File: src/common/hall_sample_map.svh
// timing and code constants of the hall sample sequencer
`ifndef HALL_SAMPLE_MAP_SVH
`define HALL_SAMPLE_MAP_SVH

// ***********************************
// clock and internal tick
// ***********************************
`define CLK_PERIOD_NS 25
`define TICK_TIME_NS 10000
`define TICK_CYCLES (`TICK_TIME_NS / `CLK_PERIOD_NS)

// ***********************************
// conversion sequence, in ticks
// ***********************************
`define TRIG_DELAY_TICKS 1
`define AWAKE_TICKS 12
`define UPDATE_TICKS 1
`define CONV_TICKS 14
`define TURBO_CONV_TICKS 16

// ***********************************
// self-timed rate and power-on settling
// ***********************************
`define LOW_RATE_HZ 24
`define NS_PER_S 1000000000
`define POWERON_TIME_US 1000
`define NS_PER_US 1000

// ***********************************
// output codes
// ***********************************
`define CODE_MID 8'h80
`define CODE_MAX 8'hff
`define CODE_MIN 8'h00
`define CODE_BIAS 128

`endif

File: src/common/hall_sample_pkg.sv
// types shared by the hall sample sequencer
`default_nettype none
package hall_sample_pkg;
   typedef enum logic [2:0] {st_idle, st_trig_delay, st_awake, st_update, st_rest} seq_state_t;
   typedef logic [7:0] code_t;
endpackage
`default_nettype wire

File: src/rtl/hall_sample_sequencer.sv
// sampling sequencer: mode pin decode, conversion timing, output code
//
// Operation
// - pin held low runs self-timed sampling at about 24 Hz.
// - mode pin has internal pull-down, floating pin selects low-rate mode.
// - pin held high samples back to back, 16 ticks (160 us) each.
// - pulsed conversion takes 14 ticks of 10 us, 140 us total.
// - after a rising edge, wait one 10 us tick in low power.
// - then stay awake acquiring for 12 ticks, 120 us.
// - then one 10 us tick updating the output, then low power.
// - each sample quantized to 8 bits and that code drives the output.
// - output codes span zero up to 255, the full-scale code.
// - zero field is the 127/128 boundary; slightly positive gives mid-scale.
// - south raises code, north lowers it, symmetric and proportional.
// - output valid only after power-on settling time has elapsed.
// - power-on settling time is typically 1 ms.
`timescale 1ns/1ps
`default_nettype none
`include "hall_sample_map.svh"
module hall_sample_sequencer
   import hall_sample_pkg::*;
#(
   parameter int FIELD_W = 12,
   parameter int FRAC_W = 4,
   parameter int PRESC_W = 9,
   parameter int unsigned LOW_RATE_CYCLES = `NS_PER_S / (`LOW_RATE_HZ * `CLK_PERIOD_NS),
   parameter int unsigned POWERON_CYCLES = `POWERON_TIME_US * `NS_PER_US / `CLK_PERIOD_NS
) (
   // clock and reset
   input wire logic clock,
   input wire logic rst,
   // mode pin
   input wire logic mode_control_input,
   output logic pulldown_enable,
   // analog front end
   input wire logic signed [FIELD_W-1:0] field_sample,
   // output stage
   output code_t dac_code,
   output logic output_valid,
   // status
   output logic awake,
   output logic conv_done
);

   localparam logic [PRESC_W-1:0] TICK_LAST = PRESC_W'(`TICK_CYCLES - 1);
   localparam logic [3:0] DELAY_LAST = 4'(`TRIG_DELAY_TICKS - 1);
   localparam logic [3:0] AWAKE_LAST = 4'(`AWAKE_TICKS - 1);
   localparam logic [3:0] UPDATE_LAST = 4'(`UPDATE_TICKS - 1);
   localparam logic [3:0] REST_LAST = 4'(`TURBO_CONV_TICKS - `CONV_TICKS - 1);
   localparam logic [31:0] LOW_DUE = 32'(LOW_RATE_CYCLES - 1);
   localparam logic [31:0] POR_DONE = 32'(POWERON_CYCLES);

   // ***********************************
   // pin synchronizer
   // ***********************************
   logic pin_meta;
   logic pin_sync;
   logic pin_prev;

   always_ff @(posedge clock) begin
      if (rst) begin
         pin_meta <= 1'b0;
         pin_sync <= 1'b0;
         pin_prev <= 1'b0;
      end else begin
         pin_meta <= mode_control_input;
         pin_sync <= pin_meta;
         pin_prev <= pin_sync;
      end
   end

   // internal pull-down always on
   assign pulldown_enable = 1'b1;

   // ***********************************
   // sequencer
   // ***********************************
   seq_state_t state;
   seq_state_t next_state;
   logic [PRESC_W-1:0] presc;
   logic [PRESC_W-1:0] next_presc;
   logic [3:0] phase;
   logic [3:0] next_phase;
   logic went_low;
   logic next_went_low;
   logic [31:0] age;
   logic [31:0] next_age;
   logic tick;
   logic last;
   logic pin_rise;
   logic low_due;
   logic hold_high;
   logic start;
   logic sample;
   code_t quant_code;

   function automatic logic [3:0] phase_last(input seq_state_t s);
      unique case (s)
         st_idle: phase_last = '0;
         st_trig_delay: phase_last = DELAY_LAST;
         st_awake: phase_last = AWAKE_LAST;
         st_update: phase_last = UPDATE_LAST;
         st_rest: phase_last = REST_LAST;
         default: phase_last = '0;
      endcase
   endfunction

   assign tick = (presc == TICK_LAST);
   assign last = tick && (phase == phase_last(state));
   assign pin_rise = pin_sync && !pin_prev;
   assign low_due = !pin_sync && (age >= LOW_DUE);
   assign hold_high = pin_sync && !went_low;
   // starts only from idle or the turbo rest; edges elsewhere drop
   assign start = ((state == st_idle) && (pin_rise || low_due)) || ((state == st_rest) && last);
   assign sample = (state == st_awake) && last;
   assign conv_done = (state == st_update) && last;
   assign awake = (state == st_awake);

   always_comb begin
      next_state = state;
      next_presc = presc;
      next_phase = phase;
      next_went_low = went_low;
      next_age = (age == '1) ? age : age + 32'h1;
      if (start) begin
         next_state = st_trig_delay;
         next_presc = '0;
         next_phase = '0;
         next_went_low = !pin_sync;
         next_age = '0;
      end else if (state != st_idle) begin
         next_presc = tick ? '0 : presc + PRESC_W'(1);
         if (!pin_sync) begin
            next_went_low = 1'b1;
         end
         if (last) begin
            next_phase = '0;
            unique case (state)
               st_trig_delay: next_state = st_awake;
               st_awake: next_state = st_update;
               st_update: next_state = hold_high ? st_rest : st_idle;
               default: next_state = state;
            endcase
         end else if (tick) begin
            next_phase = phase + 4'h1;
         end
      end
   end

   always_ff @(posedge clock) begin
      if (rst) begin
         state <= st_idle;
         presc <= '0;
         phase <= '0;
         went_low <= 1'b1;
         age <= '0;
      end else begin
         state <= next_state;
         presc <= next_presc;
         phase <= next_phase;
         went_low <= next_went_low;
         age <= next_age;
      end
   end

   hall_code_quantizer #(
      .FIELD_W(FIELD_W),
      .FRAC_W(FRAC_W)
   ) u_quantizer (
      .clock(clock),
      .rst(rst),
      .load(sample),
      .field(field_sample),
      .code(quant_code)
   );

   // ***********************************
   // output stage and power-on settling
   // ***********************************
   code_t next_dac_code;
   logic [31:0] por_cnt;
   logic [31:0] next_por_cnt;
   logic next_output_valid;

   always_comb begin
      next_dac_code = conv_done ? quant_code : dac_code;
      next_por_cnt = (por_cnt == POR_DONE) ? por_cnt : por_cnt + 32'h1;
      next_output_valid = output_valid || (por_cnt == POR_DONE - 32'h1);
   end

   always_ff @(posedge clock) begin
      if (rst) begin
         dac_code <= `CODE_MID;
         por_cnt <= '0;
         output_valid <= 1'b0;
      end else begin
         dac_code <= next_dac_code;
         por_cnt <= next_por_cnt;
         output_valid <= next_output_valid;
      end
   end

   // ***********************************
   // checks
   // ***********************************
   localparam int UPD_WAIT = `TICK_CYCLES - 1;
   localparam logic [31:0] AWAKE_START = 32'(`TICK_CYCLES * `TRIG_DELAY_TICKS);
   localparam logic [31:0] AWAKE_END = 32'(`TICK_CYCLES * (`TRIG_DELAY_TICKS + `AWAKE_TICKS));
   localparam logic [31:0] CONV_END = 32'(`TICK_CYCLES * `CONV_TICKS - 1);
   localparam logic [31:0] TURBO_END = 32'(`TICK_CYCLES * `TURBO_CONV_TICKS - 1);
endmodule
`default_nettype wire

File: src/rtl/hall_code_quantizer.sv
// field sample to 8-bit output code quantizer
`timescale 1ns/1ps
`default_nettype none
`include "hall_sample_map.svh"
module hall_code_quantizer
   import hall_sample_pkg::*;
#(
   parameter int FIELD_W = 12,
   parameter int FRAC_W = 4
) (
   // clock and reset
   input wire logic clock,
   input wire logic rst,
   // sample capture
   input wire logic load,
   input wire logic signed [FIELD_W-1:0] field,
   // quantized code
   output code_t code
);

   code_t next_code;

   // floor to whole steps, bias so zero field sits on the 127/128 boundary
   function automatic code_t to_code(input logic signed [FIELD_W-1:0] f);
      logic signed [FIELD_W+1:0] steps;
      logic signed [FIELD_W+1:0] biased;
      steps = (FIELD_W+2)'(f) >>> FRAC_W;
      biased = steps + (FIELD_W+2)'(`CODE_BIAS);
      // limits compared as signed so a negative sum clamps low
      if (biased > $signed((FIELD_W+2)'(`CODE_MAX))) begin
         to_code = `CODE_MAX;
      end else if (biased < $signed((FIELD_W+2)'(`CODE_MIN))) begin
         to_code = `CODE_MIN;
      end else begin
         to_code = biased[7:0];
      end
   endfunction

   always_comb begin
      next_code = code;
      if (load) begin
         next_code = to_code(field);
      end
   end

   always_ff @(posedge clock) begin
      if (rst) begin
         code <= `CODE_MID;
      end else begin
         code <= next_code;
      end
   end
endmodule
`default_nettype wire

File: config.mk
export PLATFORM = sky130hd
export DESIGN_NAME = hall_sample_sequencer
export DESIGN_NICKNAME = d
export VERILOG_FILES = /design/src/common/hall_sample_pkg.sv /design/src/rtl/hall_sample_sequencer.sv /design/src/rtl/hall_code_quantizer.sv
export VERILOG_INCLUDE_DIRS = /design/src /design/src/common
export SDC_FILE = /design/constraint.sdc
export NUM_CORES = 1
export LEC_CHECK = 0
export ABC_AREA = 1
export BUFFER_PORTS_ARGS = -buffer_cell sky130_fd_sc_hd__buf_2
export CORE_ASPECT_RATIO = 1.25
export CORE_MARGIN = 10
export CORE_UTILIZATION = 55
export DETAILED_ROUTE_END_ITERATION = 8
export PLACE_DENSITY = 0.73
export SLEW_MARGIN = 20
export SYNTH_ARGS = -nofsm -noshare
export SYNTH_HDL_FRONTEND = slang
export SYNTH_SLANG_ARGS = --single-unit
File: constraint.sdc
create_clock -name clock -period 3.1 [get_ports clock]
set_input_delay 0.31 -clock clock [delete_from_list [all_inputs] [get_ports clock]]
set_output_delay 0.31 -clock clock [all_outputs]
set_load 0.05 [all_outputs]
=== After elaboration in Yosys (flattened, before gate mapping) ===
Index checks and enable logic that the tools add are counted.

* $add $sub $neg: 5
* Magnitude comparators: 3
* Eq/ne operators: 10
* Multiplexer cells: 14
* Reductions and logical operators: 26

{| class="wikitable"
|+ Operators by type and width
! operator !! count
|-
| adder 32 x 1 -> 32 bit, second input constant || 2
|-
| == test 32 x 16 -> 1 bit, second input constant || 2
|-
| == test 32 bit, second input constant || 1
|-
| greater-or-equal comparator 32 x 21 -> 1 bit, second input constant || 1
|-
| 2-to-1 mux 8 bit || 2
|-
| > comparator 14 x 9 -> 1 bit, second input constant || 1
|-
| less-than comparator 14 x 1 -> 1 bit, second input constant || 1
|-
| adder 8 x 9 -> 10 bit, second input constant || 1
|-
| adder 9 x 1 -> 9 bit, second input constant || 1
|-
| == test 9 bit, second input constant || 1
|-
| 2-to-1 mux 9 bit || 1
|-
| one-hot mux 3 bit (3 select lines) || 1
|-
| logical AND 1 bit || 8
|-
| 2-to-1 mux 4 bit || 2
|-
| one-hot mux 4 bit (2 select lines) || 1
|-
| == test 3 x 2 -> 1 bit, second input constant || 2
|-
| 2-to-1 mux 1 bit || 6
|-
| AND reduction 3 bit || 2
|-
| nonzero test 2 bit || 3
|-
| nonzero test 3 bit || 2
|-
| adder 4 x 1 -> 4 bit, second input constant || 1
|-
| == test 4 bit || 1
|-
| AND reduction 2 bit || 2
|-
| nonzero test 4 bit || 1
|-
| other kinds (8) || 12
|}

* Flip-flop bits (word level): 101
* Input bits: 15
* Output and inout bits: 12
* Word-level logic and storage cells: 71

=== Logic depth before layout (Yosys ltp) ===
* Depth in word-level cells: 8
* Mapped depth: 15
* Gate-level depth less buffers: 14

=== Cells and area by module ===
Synthesis repeated with hierarchy kept, for this count alone.

* Cells, all modules: 811
* Area, all modules: 5,432.7 um^2

{| class="wikitable"
|+ Modules (own cells, without submodules)
! module !! times used !! cells an instance !! area an instance (um^2) !! seq. area each (um^2)
|-
| hall_sample_sequencer || 1 || 760 || 5,089.9 || 1,861.8
|-
| hall_code_quantizer || 1 || 51 || 342.8 || 160.2
|}

=== Least setup slack after synthesis ===
No wires, ideal clock.

* Kind: reg-to-reg
* From: reg age[0]
* To: reg presc[7]
* Library setup time: 114 ps
* Arrival time: 1,606 ps
* Data required time: 2,986 ps
* Path slack: 1,380 ps
* Cell stages (with the launch flop): 15
* Path buffers: 2
* Period minus slack after synthesis: 1,720 ps
* Path through: dfxtp_1 > inv_1 > ha_1 > o21ai_0 > nand2_1 > nand2_1 > nand2_1 > nand2_1 > nand2_1 > nand2_1 > nand2_1 > nand3_1 > buf_4 > buf_4 > nor2_1

* Word-level cells in the longest chain between the ends: 6

{| class="wikitable"
|+ Ends and longest elaborated chain
! item !! RTL line !! source
|-
| from (decl) || hall_sample_sequencer.sv:86 || <nowiki>logic [31:0] age;</nowiki>
|-
| from (signal assigned) || hall_sample_sequencer.sv:162 || <nowiki>age <= next_age;</nowiki>
|-
| greater-or-equal comparator 32 x 21 -> 1 bit || hall_sample_sequencer.sv:111 || <nowiki>assign low_due = !pin_sync && (age >= LOW_DUE);</nowiki>
|-
| logical AND 1 bit || hall_sample_sequencer.sv:111 ||
|-
| logical OR 1 bit || hall_sample_sequencer.sv:114 || <nowiki>assign start = ((state == st_idle) && (pin_rise || low_due)) || ((state == st_rest) && last);</nowiki>
|-
| logical AND 1 bit || hall_sample_sequencer.sv:114 ||
|-
| logical OR 1 bit || hall_sample_sequencer.sv:114 ||
|-
| OR reduction 2 bit (no line) || n/a ||
|-
| to (signal assigned) || hall_sample_sequencer.sv:159 || <nowiki>presc <= next_presc;</nowiki>
|-
| to (decl) || hall_sample_sequencer.sv:80 || <nowiki>logic [PRESC_W-1:0] presc;</nowiki>
|}

Every way passes these cells.
A chain may end at the register's enable or synchronous reset.

=== Final worst setup path ===
* From: reg presc[0]
* To: out conv_done

* Word-level cells in the longest chain between the ends: 3

{| class="wikitable"
|+ Ends and longest elaborated chain
! item !! RTL line !! source
|-
| == test 9 bit || hall_sample_sequencer.sv:108 || <nowiki>assign tick = (presc == TICK_LAST);</nowiki>
|-
| logical AND 1 bit || hall_sample_sequencer.sv:109 || <nowiki>assign last = tick && (phase == phase_last(state));</nowiki>
|-
| logical AND 1 bit || hall_sample_sequencer.sv:116 || <nowiki>assign conv_done = (state == st_update) && last;</nowiki>
|-
| to (decl) || hall_sample_sequencer.sv:42 || <nowiki>output logic conv_done</nowiki>
|}

Every way passes these cells.

==> results.json <==
{
  "io_buffers": 21,
  "grt_pass1_wl_um": 19600,
  "die_w_um": 108,
  "cpMaxStageDelayCell": "dfxtp_1",
  "fmax_ghz": 0.408,
  "power_leakage_nw": 2.28,
  "cp.arrival_ps": 2140,
  "h-tree-depth": 3,
  "num_vias": 4876,
  "hold_path.startpoint": "field_sample[11]",
  "ctsResizeCount": 0,
  "clock_latency_ps": 350,
  "hold_violations": 0,
  "die_area_sq_mm": 0.0141,
  "synth_top_area_frac": 0.377,
  "finClkSkew_ps": 7.57,
  "overflow": 0,
  "wire_per_inst_um": 12.5,
  "viasPerCell": 5.24,
  "r2r_end": "age[4]$_SDFFE_PP0P_",
  "holdPathStages": 2,
  "antenna_found_initial": 0,
  "status": "finished, final reports clean",
  "worstMarginPinSlew_ps": 562,
  "layout-drive-gt1-share": 0.0944,
  "slew_violations": 0,
  "regToRegSetupSlack_ps": 900,
  "pre_cts_ws_ps": 912,
  "ir_drop_mv": 0.383,
  "ctsHoldBuffers": 0,
  "synth.most_common_cell": "nand2_1",
  "fin_area_sq_mm": 0.00584,
  "min_period_ps": 2450,
  "cts_buffers": 9,
  "drt_iter0_markers": 179,
  "grt_max_degree": 40,
  "grt_pass1_vias": 4512,
  "nets": 822,
  "final_cell_count_no_fill": 931,
  "drc": 0,
  "min_path_type": "in2reg",
  "clk_path_buf_depth": 2,
  "cts-root-buf": "clkbuf_16",
  "grt_use_met1": 0.188,
  "whs_endpoint": "u_quantizer.code[7]$_SDFFE_PP1P_",
  "globalRouteMet2Util": 0.305,
  "ys.flop_type": "dfxtp_1",
  "synth_seq_cells": 101,
  "rr_worst_depth": 11,
  "die_y_um": 130,
  "slew_headroom": 0.624,
  "finalPower_mw": 2.56,
  "yosys.area.top_type": "dfxtp_1",
  "nFillCells": 916,
  "cts.clk_slew.worst_paths_ps": 70,
  "setup_ws_ps": 650,
  "io_pins": 27,
  "cp_slowest_stage_delay_ps": 360,
  "clock-sinks": 101,
  "drv_cap": 0,
  "synth_area_leaders": "dfxtp_1 (38%), nand2_1 (9.6%), nor2_1 (9.4%)",
  "place_area_sq_mm": 0.00554,
  "syn_area_per_cell_sq_um": 6.85,
  "fp.coreArea_sq_mm": 0.00956,
  "dp_cells": 915,
  "min_period_over_period": 0.790,
  "synth.cells.most_frequent": "nand2_1 (137), nor2_1 (134), dfxtp_1 (101)",
  "synth_edf_count": 0,
  "r2r_start": "age[0]$_SDFFE_PP0P_",
  "async_reset_ff_frac": 0,
  "yosys_warnings": 0,
  "diodes": 0,
  "post_cts_buffers": 0,
  "fin_hold_ws_ps": 150,
  "critPathBufInv": 2,
  "track_usage": 0.168,
  "critPathRequiredTime_ps": 2790,
  "cp-start-kind": "flop",
  "postRouteAntennaNets": 0,
  "first_pass_iters": 7,
  "syn2layout_area_growth_pct": 8.96,
  "cp_top_family": "simple AND/OR/NAND/NOR gates",
  "num_rows": 40,
  "fin_util": 0.611,
  "synth_seq_area_share": 0.377,
  "p_per_area_mw_per_mm2": 438,
  "cp_cell_sequence": "ha_1 -> nand2_1 -> nor3_1 -> nand3_1 -> nor2_2 -> nand3_2 -> nor2_4 -> buf_4 -> buf_2",
  "syn_area_sq_mm": 0.00536,
  "initial_core_util": 0.561,
  "met3_usage": 0.0279,
  "synth_cells": 783,
  "tritoncts": "yes",
  "end_kind": "output pin",
  "busiest_layer": "met2",
  "fin_setup_tns_ps": 0,
  "post-dp-hpwl_um": 8470,
  "synth.distinct_cells": 38,
  "crit_type": "reg2out",
  "rsz0062_at_grt": "false",
  "gp_congestion": 0.898,
  "routed_wl_um": 11600,
  "setup_viol_count_final": 0,
  "critical_path_peak_fanout": 18,
  "syn-num-nets": 805
}
[cell type report]
type                            count  area, sq um  area share
Clock buffer                       10          239      0.0409
Clock inverter                      6         67.6      0.0116
Inverter                          102          383      0.0655
Multi-Input combinational cell    561         2830       0.484
Sequential cell                   101         2020       0.346
Tap cell                          126          158      0.0270
Timing Repair Buffer               25          148      0.0253
[power breakdown]
part | switching [mW] | total [mW] | internal, mW | leakage (nW)
clock | 0.508 | 1.16 | 0.652 | 0.145
sequential | 0.0102 | 1.32 | 1.31 | 0.815
combinational | 0.0559 | 0.0830 | 0.0272 | 1.32
total | 0.574 | 2.56 | 1.99 | 2.28
[worst register-to-register path, stage by stage, from the launching register on]
cell     delay [ps]
dfxtp_1         420
ha_1            200
inv_1           100
nor2_4          190
nand2_4         100
nor2_4          120
inv_2            60
nor2_4          170
nand2_4         110
nor2_8          370
o21ai_0         160
a21oi_1         140
[sequential cells by signal, indices dropped and copies added, names as in the netlist]
name              flops
went_low              1
pin_meta              1
phase                 4
dac_code              8
presc                 9
por_cnt              32
pin_sync              1
output_valid          1
age                  32
pin_prev              1
state                 3
u_quantizer.code      8
[logic make-up (layout without fill, tap and decap cells)]
logic type | Yosys count | count (layout) | synth area share
AO/OA/AOI/OAI | 97 | 97 | 0.0933
XOR/XNOR | 37 | 37 | 0.0604
adder cells (fa/ha/maj) | 7 | 7 | 0.0163
buffers and inverters | 121 | 143 | 0.0968
flip-flops | 101 | 101 | 0.377
other | 1 | 1 | 0.000699
AND/OR/NAND/NOR | 419 | 419 | 0.355
[worst max-delay path by stage]
stage                                      from               endpoint  slack, ps  cells after the start
final                     presc[0]$_SDFFE_PP0P_              conv_done        650                      9
after global routing      presc[1]$_SDFFE_PP0P_              conv_done        500                      9
after CTS                 presc[0]$_SDFFE_PP0P_              conv_done        630                      9
after detailed placement    age[0]$_SDFFE_PP0P_    age[4]$_SDFFE_PP0P_        910                     11
after global placement      age[0]$_SDFFE_PP0P_    age[4]$_SDFFE_PP0P_        980                     11
after floorplan             age[0]$_SDFFE_PP0P_  presc[7]$_SDFFE_PP0P_       1380                     14
[per-layer routing]
metal / vias up / share of wire
met5: - / 0
met4: 0 / 0.022
met3: 20 / 0.030
met2: 79 / 0.51
met1: 2227 / 0.44
li1: 2550 / -
[cell usage in the layout (no fill, tap or decap), types with 2 or more instances in the layout]
master and n:
buf_2 21, dfxtp_1 101, nand2_2 3, clkinvlp_4 2, nor4_1 3, a21oi_2 2
a21oi_1 53, inv_2 5, o21ai_0 38, o21a_1 2, nand3b_1 3, xnor2_1 8
nand4_1 29, nand3_1 41, nor2_2 13, nand2_1 137, nand2_4 2, inv_1 97
clkbuf_16 9, xor2_1 29, nor3_1 41, nor2_4 4, buf_4 3, nor2_1 134
nand3_2 2, inv_6 2, ha_1 7
Power figures use the tool's default switching activity.
